`src/design/fcs_pkg.sv`:
```
package fcs_pkg;
	localparam int FCS_NUM_SYNTH = 4;
	localparam int FCS_FACT_W = 6;
	localparam logic [5:0] FCS_FACT_MIN = 6'h01;
	localparam logic [5:0] FCS_FACT_MAX = 6'h20;
	localparam logic [5:0] FCS_FACT_RST = 6'h01;
	localparam int FCS_NUM_PORTS = 3;
	localparam int FCS_TAPS = 8;
	localparam int FCS_TAP_W = 3;
	localparam int FCS_STEP_MIN_PS = 150;
	localparam int FCS_STEP_MAX_PS = 400;
	localparam logic [7:0] FCS_LOCK_CYCLES = 8'h10;
	typedef enum logic [1:0] {FCS_IDLE, FCS_ACQUIRE, FCS_LOCKED} fcs_state_t;
endpackage : fcs_pkg

```
`src/design/fcs_synth.sv`:
```
// Summary of operation
// - Up to four synthesizers, each with serial and general clock outputs.
// - One feedback multiplier per synthesizer, integer 1 through 32.
// - Each output port has its own independent post-scale counter.
// - Two regional/serial dividers and one global divider, each 1 to 32.
// - Divider of 1 toggles the port every cycle, half the oscillator rate, same as a divider of 2.
// - Only one serializer data rate per synthesizer.
// - Phase shift per port or all ports, step from oscillator period.
// - No dedicated clock pins; global/regional outputs may drive any I/O.
// - Lock output, enable input, asynchronous reset input provided; loop_reset here is sampled and only acts at the next rising clk edge.
// - Enable low silences outputs and drops lock; high relocks.
// - Reset high clears lock counters, reloads port counters from their phase taps, silences outputs, drops lock; then relocks.
// - Lock means stable in-phase output; may toggle, user gates it.
`timescale 1ns/100ps
`default_nettype none
module fcs_synth
	import fcs_pkg::*;
#(
	parameter int LOCK_CYCLES = int'(FCS_LOCK_CYCLES)
)
(
	// Clock and reset
	input wire logic clk,
	input wire logic rst_n,
	// Loop control
	input wire logic loop_enable,
	input wire logic loop_reset,
	// Configuration
	input wire logic [fcs_pkg::FCS_FACT_W-1:0] mult_factor,
	input wire logic [fcs_pkg::FCS_FACT_W-1:0] regional_div0,
	input wire logic [fcs_pkg::FCS_FACT_W-1:0] regional_div1,
	input wire logic [fcs_pkg::FCS_FACT_W-1:0] global_port_divider,
	input wire logic [fcs_pkg::FCS_TAP_W-1:0] phase_tap0,
	input wire logic [fcs_pkg::FCS_TAP_W-1:0] phase_tap1,
	input wire logic [fcs_pkg::FCS_TAP_W-1:0] phase_tap2,
	input wire logic phase_all,
	// Status and clocks
	output logic locked,
	output logic config_error,
	output logic [fcs_pkg::FCS_NUM_PORTS-1:0] port_clk
);
	import fcs_pkg::*;

	// One instance is one synthesizer; a device carries up to FCS_NUM_SYNTH of them
	localparam int NP = FCS_NUM_PORTS;
	localparam logic [7:0] LOCK_N = 8'(LOCK_CYCLES);

	fcs_state_t state_q;
	logic [7:0] lock_cnt_q;
	logic [FCS_FACT_W-1:0] mult_q;
	logic [FCS_FACT_W-1:0] div_q [NP];
	logic [FCS_TAP_W-1:0] tap_q [NP];
	logic [FCS_FACT_W-1:0] cnt_q [NP];
	logic [FCS_FACT_W-1:0] div_in [NP];
	logic [FCS_TAP_W-1:0] tap_in [NP];
	logic [FCS_FACT_W-1:0] fb_cnt_q;
	logic run;
	logic cfg_ok;
	logic fb_wrap;
	logic lock_done;

	function automatic logic fact_ok(input logic [FCS_FACT_W-1:0] f);
		fact_ok = (f >= FCS_FACT_MIN) && (f <= FCS_FACT_MAX);
	endfunction : fact_ok

	always_comb
	begin
		div_in[0] = regional_div0;
		div_in[1] = regional_div1;
		div_in[2] = global_port_divider;
		tap_in[0] = phase_tap0;
		tap_in[1] = phase_all ? phase_tap0 : phase_tap1;
		tap_in[2] = phase_all ? phase_tap0 : phase_tap2;
		cfg_ok = fact_ok(mult_factor) && fact_ok(regional_div0)
			&& fact_ok(regional_div1) && fact_ok(global_port_divider);
	end

	// Loop stops while disabled or reset
	assign run = loop_enable && !loop_reset;

	// Configuration is latched only while the loop is idle and valid
	always_ff @(posedge clk or negedge rst_n)
	begin
		if (!rst_n)
			mult_q <= FCS_FACT_RST;
		else if (state_q == FCS_IDLE && cfg_ok)
			mult_q <= mult_factor;
	end

	always_ff @(posedge clk or negedge rst_n)
	begin
		if (!rst_n)
		begin
			for (int i = 0; i < NP; i++)
				div_q[i] <= FCS_FACT_RST;
		end
		else if (state_q == FCS_IDLE && cfg_ok)
		begin
			for (int i = 0; i < NP; i++)
				div_q[i] <= div_in[i];
		end
	end

	// Taps follow tap 0 when all ports shift together
	always_ff @(posedge clk or negedge rst_n)
	begin
		if (!rst_n)
		begin
			for (int i = 0; i < NP; i++)
				tap_q[i] <= '0;
		end
		else if (state_q == FCS_IDLE && cfg_ok)
		begin
			for (int i = 0; i < NP; i++)
				tap_q[i] <= tap_in[i];
		end
	end

	always_ff @(posedge clk or negedge rst_n)
	begin
		if (!rst_n)
			config_error <= 1'b0;
		else
			config_error <= !cfg_ok;
	end

	// Lock acquisition: one lock step per mult_q clock cycles
	assign fb_wrap = (state_q == FCS_ACQUIRE) && (fb_cnt_q + 6'h01 >= mult_q);
	assign lock_done = fb_wrap && (lock_cnt_q + 8'h01 >= LOCK_N);

	// Disable or reset sends the loop straight back to idle
	always_ff @(posedge clk or negedge rst_n)
	begin
		if (!rst_n)
			state_q <= FCS_IDLE;
		else if (!run)
			state_q <= FCS_IDLE;
		else
		begin
			unique case (state_q)
				FCS_IDLE:
				begin
					if (cfg_ok)
						state_q <= FCS_ACQUIRE;
				end
				FCS_ACQUIRE:
				begin
					if (lock_done)
						state_q <= FCS_LOCKED;
				end
				FCS_LOCKED:
					state_q <= FCS_LOCKED;
			endcase
		end
	end

	always_ff @(posedge clk or negedge rst_n)
	begin
		if (!rst_n)
			fb_cnt_q <= '0;
		else if (!run || state_q != FCS_ACQUIRE)
			fb_cnt_q <= '0;
		else if (fb_wrap)
			fb_cnt_q <= '0;
		else
			fb_cnt_q <= fb_cnt_q + 6'h01;
	end

	// Counts completed feedback cycles towards lock
	always_ff @(posedge clk or negedge rst_n)
	begin
		if (!rst_n)
			lock_cnt_q <= '0;
		else if (!run)
			lock_cnt_q <= '0;
		else if (fb_wrap)
			lock_cnt_q <= lock_cnt_q + 8'h01;
	end

	// Lock flag stands until enable falls or reset rises
	always_ff @(posedge clk or negedge rst_n)
	begin
		if (!rst_n)
			locked <= 1'b0;
		else if (!run)
			locked <= 1'b0;
		else if (lock_done || state_q == FCS_LOCKED)
			locked <= 1'b1;
	end

	// Per-port post-scale counters, one per port
	for (genvar p = 0; p < NP; p++)
	begin : g_port
		// Counter restarts from its phase tap whenever the loop is not locked
		always_ff @(posedge clk or negedge rst_n)
		begin
			if (!rst_n)
				cnt_q[p] <= '0;
			else if (state_q != FCS_LOCKED || !run)
				cnt_q[p] <= FCS_FACT_W'(tap_q[p]) % div_q[p];
			else if (div_q[p] != FCS_FACT_MIN)
				cnt_q[p] <= (cnt_q[p] + 6'h01 >= div_q[p]) ? '0 : cnt_q[p] + 6'h01;
		end

		// High while the count is below half the divider, rounded down; a divider of 1 toggles every cycle
		always_ff @(posedge clk or negedge rst_n)
		begin
			if (!rst_n)
				port_clk[p] <= 1'b0;
			else if (state_q != FCS_LOCKED || !run)
				port_clk[p] <= 1'b0;
			else if (div_q[p] == FCS_FACT_MIN)
				port_clk[p] <= ~port_clk[p];
			else
				port_clk[p] <= cnt_q[p] < (div_q[p] >> 1);
		end
	end
endmodule : fcs_synth
`default_nettype wire

```
`config.mk`:
```
export PLATFORM = sky130hd
export DESIGN_NAME = fcs_synth
export DESIGN_NICKNAME = d
export VERILOG_FILES = /design/src/design/fcs_pkg.sv /design/src/design/fcs_synth.sv
export SDC_FILE = /design/constraint.sdc
export NUM_CORES = 1
export LEC_CHECK = 0
export BUFFER_PORTS_ARGS = -buffer_cell sky130_fd_sc_hd__buf_2
export CAP_MARGIN = 20
export CELL_PAD_IN_SITES_DETAIL_PLACEMENT = 1
export CELL_PAD_IN_SITES_GLOBAL_PLACEMENT = 1
export CORE_MARGIN = 8
export CORE_UTILIZATION = 35
export CTS_BUF_LIST = sky130_fd_sc_hd__clkbuf_16
export DETAILED_ROUTE_END_ITERATION = 12
export PLACE_DENSITY_LB_ADDON = 0.1
export SYNTH_ARGS = -nofsm -noshare
export SYNTH_HDL_FRONTEND = slang
export SYNTH_SLANG_ARGS = --single-unit
```
`constraint.sdc`:
```
create_clock -name clk -period 9.4 [get_ports clk]
set_input_delay 0.47 -clock clk [delete_from_list [all_inputs] [get_ports clk]]
set_output_delay 0.47 -clock clk [all_outputs]
set_load 0.1 [all_outputs]
```
Word level (Yosys, flattened, before mapping)
Cells that the tools add are included.
W data, S select, Z words.
{ "classes": {"reduce_logical": 22, "bitwise": 3, "n_mux": 27, "n_shift": 0, "magnitude_cmp": 16, "n_mul": 0, "eq_ne": 14, "n_addsub": 5, "div_mod_pow": 3} }
{ "op_table": {"columns": ["operator", "n"], "rows": [
  ["$mux W6", 11],
  ["$add A6 B1 Y6 const B", 4],
  ["$ge A6 B1 Y1 const B", 4],
  ["$ge A6 B6 Y1", 4],
  ["$le A6 B6 Y1 const B", 4],
  ["$eq A6 B1 Y1 const B", 3],
  ["$lt A6 B5 Y1", 3],
  ["$mod A3 B6 Y6", 3],
  ["$ne A6 B1 Y1 const B", 3],
  ["$mux W8", 2],
  ["$logic_and A1 B1 Y1", 11],
  ["$add A8 B1 Y8 const B", 1],
  ["$ge A8 B5 Y1 const B", 1],
  ["$mux W1", 8],
  ["$mux W2", 3],
  ["$mux W3", 2],
  ["$ne A2 B1 Y1 const B", 3],
  ["$ne A3 B3 Y1 const B", 2],
  ["$pmux W2 S3", 1],
  ["$reduce_bool A2 Y1", 3],
  ["$logic_not A1 Y1", 3],
  ["$logic_or A1 B1 Y1", 3],
  ["$not A1 Y1", 3],
  ["$eq A2 B1 Y1 const B", 1],
  ["other kinds (4)", 4]
]} }
{ "totals": {"inputBits": 38, "mem_bits_rw": 0, "wordCells": 108, "register_bits": 72, "rom_bits": 0, "output_inout_bits": 5, "mem_count": 0, "latch_bits": 0} }

Logic depth before layout (Yosys ltp)
{ "depth": {"word_depth": 8, "depth_mapped": 30, "mapped_depth_nobuf": 29} }

Least setup slack after synthesis
Ideal clock, no wire load.
{ "synth_path": {"path_kind": "reg2reg", "from": "register div_q[1] (netlist name)", "to": "register cnt_q[3] (netlist name)", "setup_ns": 0.088, "setup_slack_ns": 3.034, "path_stages_with_launch": 28, "t_required_ns": 9.312, "n_path_buf": 0, "arrival_time_ns": 6.277, "path_cell_list": "dfrtp_1 inv_1 ha_1 o31ai_1 and3_1 ha_1 nor2b_1 a31oi_1 a211oi_1 or2_2 ha_1 a21o_1 a31o_2 a31o_2 mux2_2 ha_1 o21a_1 o221ai_1 a21oi_1 nand2_1 o21a_1 ha_1 and4_1 a211oi_1 o21ai_2 inv_1 or3_1 a41oi_1"} }
{ "synth_via": {"elab_chain_len": 4, "word_cells_on_any_way": 7, "classes_between": "div: 1; order compare: 1; eq/ne: 1; mux: 3; reduce/logical: 1"} }
{ "synth_rtl": {"columns": ["element", "line_no", "source"], "rows": [
  ["start, declared", "fcs_synth.sv:51", "logic [FCS_FACT_W-1:0] div_q [NP];"],
  ["start signal, assigned by index", "fcs_synth.sv:100", "div_q[i] <= div_in[i];"],
  ["parallel branches: the longest is 4 deep, another holds $mod A3 B6 Y6", null, null],
  ["end signal, assigned by index", "fcs_synth.sv:200", "cnt_q[p] <= FCS_FACT_W'(tap_q[p]) % div_q[p];"],
  ["end signal, assigned by index", "fcs_synth.sv:202", "cnt_q[p] <= (cnt_q[p] + 6'h01 >= div_q[p]) ? '0 : cnt_q[p] + 6'h01;"],
  ["end, declared", "fcs_synth.sv:53", "logic [FCS_FACT_W-1:0] cnt_q [NP];"]
]} }
Parallel ways; which one is timed is not known. The select of a mux whose other input is x is not followed.
A chain may end at the register's enable or synchronous reset.

Worst setup path in the final report
Same ends and word-level chain as after synthesis.

==> metrics.csv <==
stage;metric;value;unit
status;outcome;finished, final reports clean;
setup_path;Arr. time, crit path;7.59;ns
final_layout;Seq. cell area;0.00181;mm²
hold_path;HP Class;input pin to register;
clock_tree;CTS max path bufs;2;
timing;Final Max Slew Viols;0;
placement;pre-CTS setup slack;2.14;ns
routing;Initial DRT Pass Iterations;4;
placement;port bufs;42;
run;Max Cap Viol;0;
routing;WL/cell;19.3;µm
setup_path;flop2flop setup slack;2.08;ns
clock_tree;CTS Buf Count;9;
clock_tree;TritonCTS clock tree;done;
routing;post-DR vias/cell;5.57;
pwr;Leak;0.00392;µW
floorplan;row count;53;
floorplan;Die Wd;162;µm
global_route;total congestion overflow;0;
setup_path;critical path startpoint;div_q[1]$_DFFE_PN0P_;
timing;Period Utilization, post-route;77.9;%
floorplan;I/O pin cnt;43;
setup_path;worst reg2reg path startpoint;div_q[1]$_DFFE_PN0P_;
final_layout;Final Net Count;1026;
synthesis;Post-synth ARST share;100;%
synthesis;post-synthesis area per instance;9.00;µm²
timing;final hold violations;0;
synthesis;distinct cell type count after synthesis;83;
placement;Final HPWL DP;17500;µm
clock_tree;Clk Latency, worst-skew pair;0.35;ns
setup_path;Worst setup EP type;register;
synthesis;Seq cells post-synth;72;
global_route;largest net degree at the start of global routing;73;
setup_path;critical path endpoint;cnt_q[3]$_DFFE_PN0P_;
floorplan;die footprint;0.0263;mm²
final_layout;# diodes;0;
synthesis;Synth Instances;830;
setup_path;worst reg2reg endpoint;cnt_q[3]$_DFFE_PN0P_;
timing;Setup TNS Final;0;ns
clock_tree;clk slew on worst S/H paths;0.07;ns
synthesis;YS warnings;0;
clock_tree;Setup Buffers After CTS;0;
timing;# setup viols final;0;
placement;placer congestion estimate;0.848;
timing;RSZ-0062 raised after global routing;no;
setup_path;CP Max Fanout;10;
pwr;Worst VDD drop;0.141;mV
clock_tree;Root Driver;clkbuf_16;
global_route;initial antenna violation count;0;
timing;Final WS setup;2.08;ns
setup_path;worst reg2reg path depth;27;
synthesis;mapped cell area;0.00747;mm²
clock_tree;CTS H-Tree Depth;3;
global_route;via count of the first global-routing pass;7016;
routing;vias;6449;
routing;Total Wirelength;22300;µm
synthesis;ys flop type;dfrtp_1;
routing;Post-route DRC;0;
floorplan;core area;0.0210;mm²
setup_path;Crit Path Class;register to register;
setup_path;Critical Path RT;9.66;ns
timing;crit path time final;7.32;ns
synthesis;Post-synth EDFFs;0;
final_layout;share of cells above drive strength 1;13.7;%
final_layout;Multi-input gate area;0.00532;mm²
global_route;All-Layer GR Usage;17.4;%
synthesis;register area share after synthesis;24.2;%
pwr;Pwr Density;389;mW/mm²
routing;post-route ant nets;0;
routing;Initial DRC Count;224;
timing;Worst Skew;0.0104;ns
timing;fmax;137;MHz
final_layout;area delta synth->final;11.3;%
timing;Worst-Margin Slew;0.825;ns
floorplan;Die Y;162;µm
floorplan;initial core utilization;35.6;%
timing;slew margin rel.;45.0;%
clock_tree;TritonCTS Sinks;72;
setup_path;CP startpoint kind;register;
global_route;first-pass GRT wire length;36900;µm
final_layout;Fill cells;2488;
-- cells by family (layout without fill, tap and decap cells) --
group	count (synthesis)	after routing	share of synthesized area [%]
other	1	6	0.0502
xor gates and xnor gates	50	50	5.86
and+or+nand+nor	254	254	18.8
muxes	40	40	7.15
buffers and inverters	79	127	4.88
AOI/OAI and AO/OA	224	224	20.3
adders and majority gates	110	110	18.7
DFF	72	72	24.2
-- state kept, by name, indices dropped and copies added (netlist names), 2 cells and up --
register and count:
port_clk 3, tap_q 9, div_q 18, lock_cnt_q 8
cnt_q 18, state_q 2, mult_q 6, fb_cnt_q 6
-- worst min-delay path by stage --
stage	end	from	slack (ns)	depth (start not counted)
4_1_cts	tap_q[2]$_DFFE_PN0P_	rst_n	0.33	1
5_1_grt	mult_q[4]$_DFFE_PN0P_	mult_factor[4]	0.36	2
3_5_place_dp	fb_cnt_q[0]$_DFF_PN0_	fb_cnt_q[0]$_DFF_PN0_	0.49	1
2_1_floorplan	cnt_q[0]$_DFFE_PN0P_	rst_n	0.17	0
6_report	div_q[2]$_DFFE_PN0P_	global_port_divider[2]	0.36	2
3_3_place_gp	fb_cnt_q[0]$_DFF_PN0_	fb_cnt_q[0]$_DFF_PN0_	0.49	1
-- Yosys cell counts (5+ instances only) --
cell      count  area, µm²
o21ai_0      40        200
or3_1        14       87.6
a21oi_1      44        220
clkbuf_1      6       22.5
o211ai_1     10       75.1
a21o_1       19        143
and3_1        6       37.5
nor2_1       56        210
xor2_1       24        210
o21a_1       21        158
mux2_2        9        101
o22ai_1       9       56.3
inv_1        64        240
nand2b_1     17        106
a211oi_1     17        128
mux2i_1       5       50.1
a31oi_1      11       68.8
dfrtp_1      68       1700
xnor2_1      26        228
nor2b_1      18        113
nor3_1       23        115
and2_1       12       75.1
nand2_1      42        158
ha_1        107       1340
nand3_1      25        125
mux2_4       24        360
-- what timing repair did --
item                                   in CTS  in global routing
hold buffers                                0                  1
gates resized for setup                     0                  0
endpoints found under the hold margin       0                 10
-- where the power goes --
group	leakage [µW]	internal (µW)	total, µW	switching, µW
Combinational	0.00287	1020	2290	1270
Sequential	0.000891	422	558	137
Clock	0.000153	212	376	164
Total	0.00392	1660	3230	1570
-- critical path: stages (launching register included) --
cell	delay [ns]
dfrtp_1	0.46
inv_1	0.23
ha_1	0.36
o31ai_1	0.28
and3_1	0.19
ha_1	0.26
nor2b_1	0.17
a31oi_1	0.17
a211oi_1	0.11
or2_2	0.31
ha_1	0.32
a21o_1	0.17
a31o_2	0.24
a31o_2	0.29
mux2_2	0.31
ha_1	0.34
o21a_1	0.19
o221ai_1	0.17
a21oi_1	0.63
nand2_1	0.16
o21a_1	0.16
ha_1	0.35
and4_1	0.22
a211oi_1	0.06
o21ai_2	0.33
inv_1	0.16
or3_1	0.38
a41oi_1	0.21
-- layout by cell type, fill, tap and decap left out, types with 4 or more instances in the layout --
cell,count
nor2_1,56
o211ai_1,10
nor3_1,23
and2_1,12
o21a_1,21
or4_1,4
conb_1,6
a31oi_1,11
nor2b_1,18
or3_1,14
nand2b_1,17
nor4_1,4
nand2_1,42
or2_2,4
inv_1,64
a211o_1,4
dfstp_2,4
nand4_1,4
and3_1,6
buf_2,41
xnor2_1,26
clkbuf_16,9
o22ai_1,9
ha_1,107
nand3b_1,4
nand3_1,25
mux2_4,24
mux2_2,9
o21ai_0,40
a21oi_1,44
inv_6,4
a21o_1,19
xor2_1,24
mux2i_1,5
dfrtp_1,68
a211oi_1,17
-- final cells by class --
class | count | share of cell area, %
Timing Repair Buffer | 47 | 3.43
Clock buffer | 9 | 2.71
Inverter | 64 | 2.89
Multi-Input combinational cell | 684 | 64.1
Sequential cell | 72 | 21.7
Tap cell | 275 | 4.14
Clock inverter | 7 | 1.02
-- stage by stage --
step / total power (µW) / area [µm²] / hold WS, ns / utilization (%) / std cells
after global placement: 2730 / 7940 / 0.488 / 37.9 / 1139
after CTS: 3230 / 8250 / 0.331 / 39.4 / 1155
final: 3230 / 8310 / 0.362 / 39.6 / 1158
after global routing: 3530 / 8310 / 0.359 / 39.6 / 1158
after floorplan: 2270 / 7490 / 0.174 / - / 835
after detailed placement: 2830 / 7940 / 0.493 / 37.9 / 1139
-- routing by layer --
metal	up-vias	part of all wire [%]	GRT usage [%]
met2	92	47	29.4
met1	3194	47	21.9
met3	25	3.3	2.58
met5	-	0	0
met4	0	2.0	6.90
li1	3138	-	-
Power figures use the tool's default switching activity.
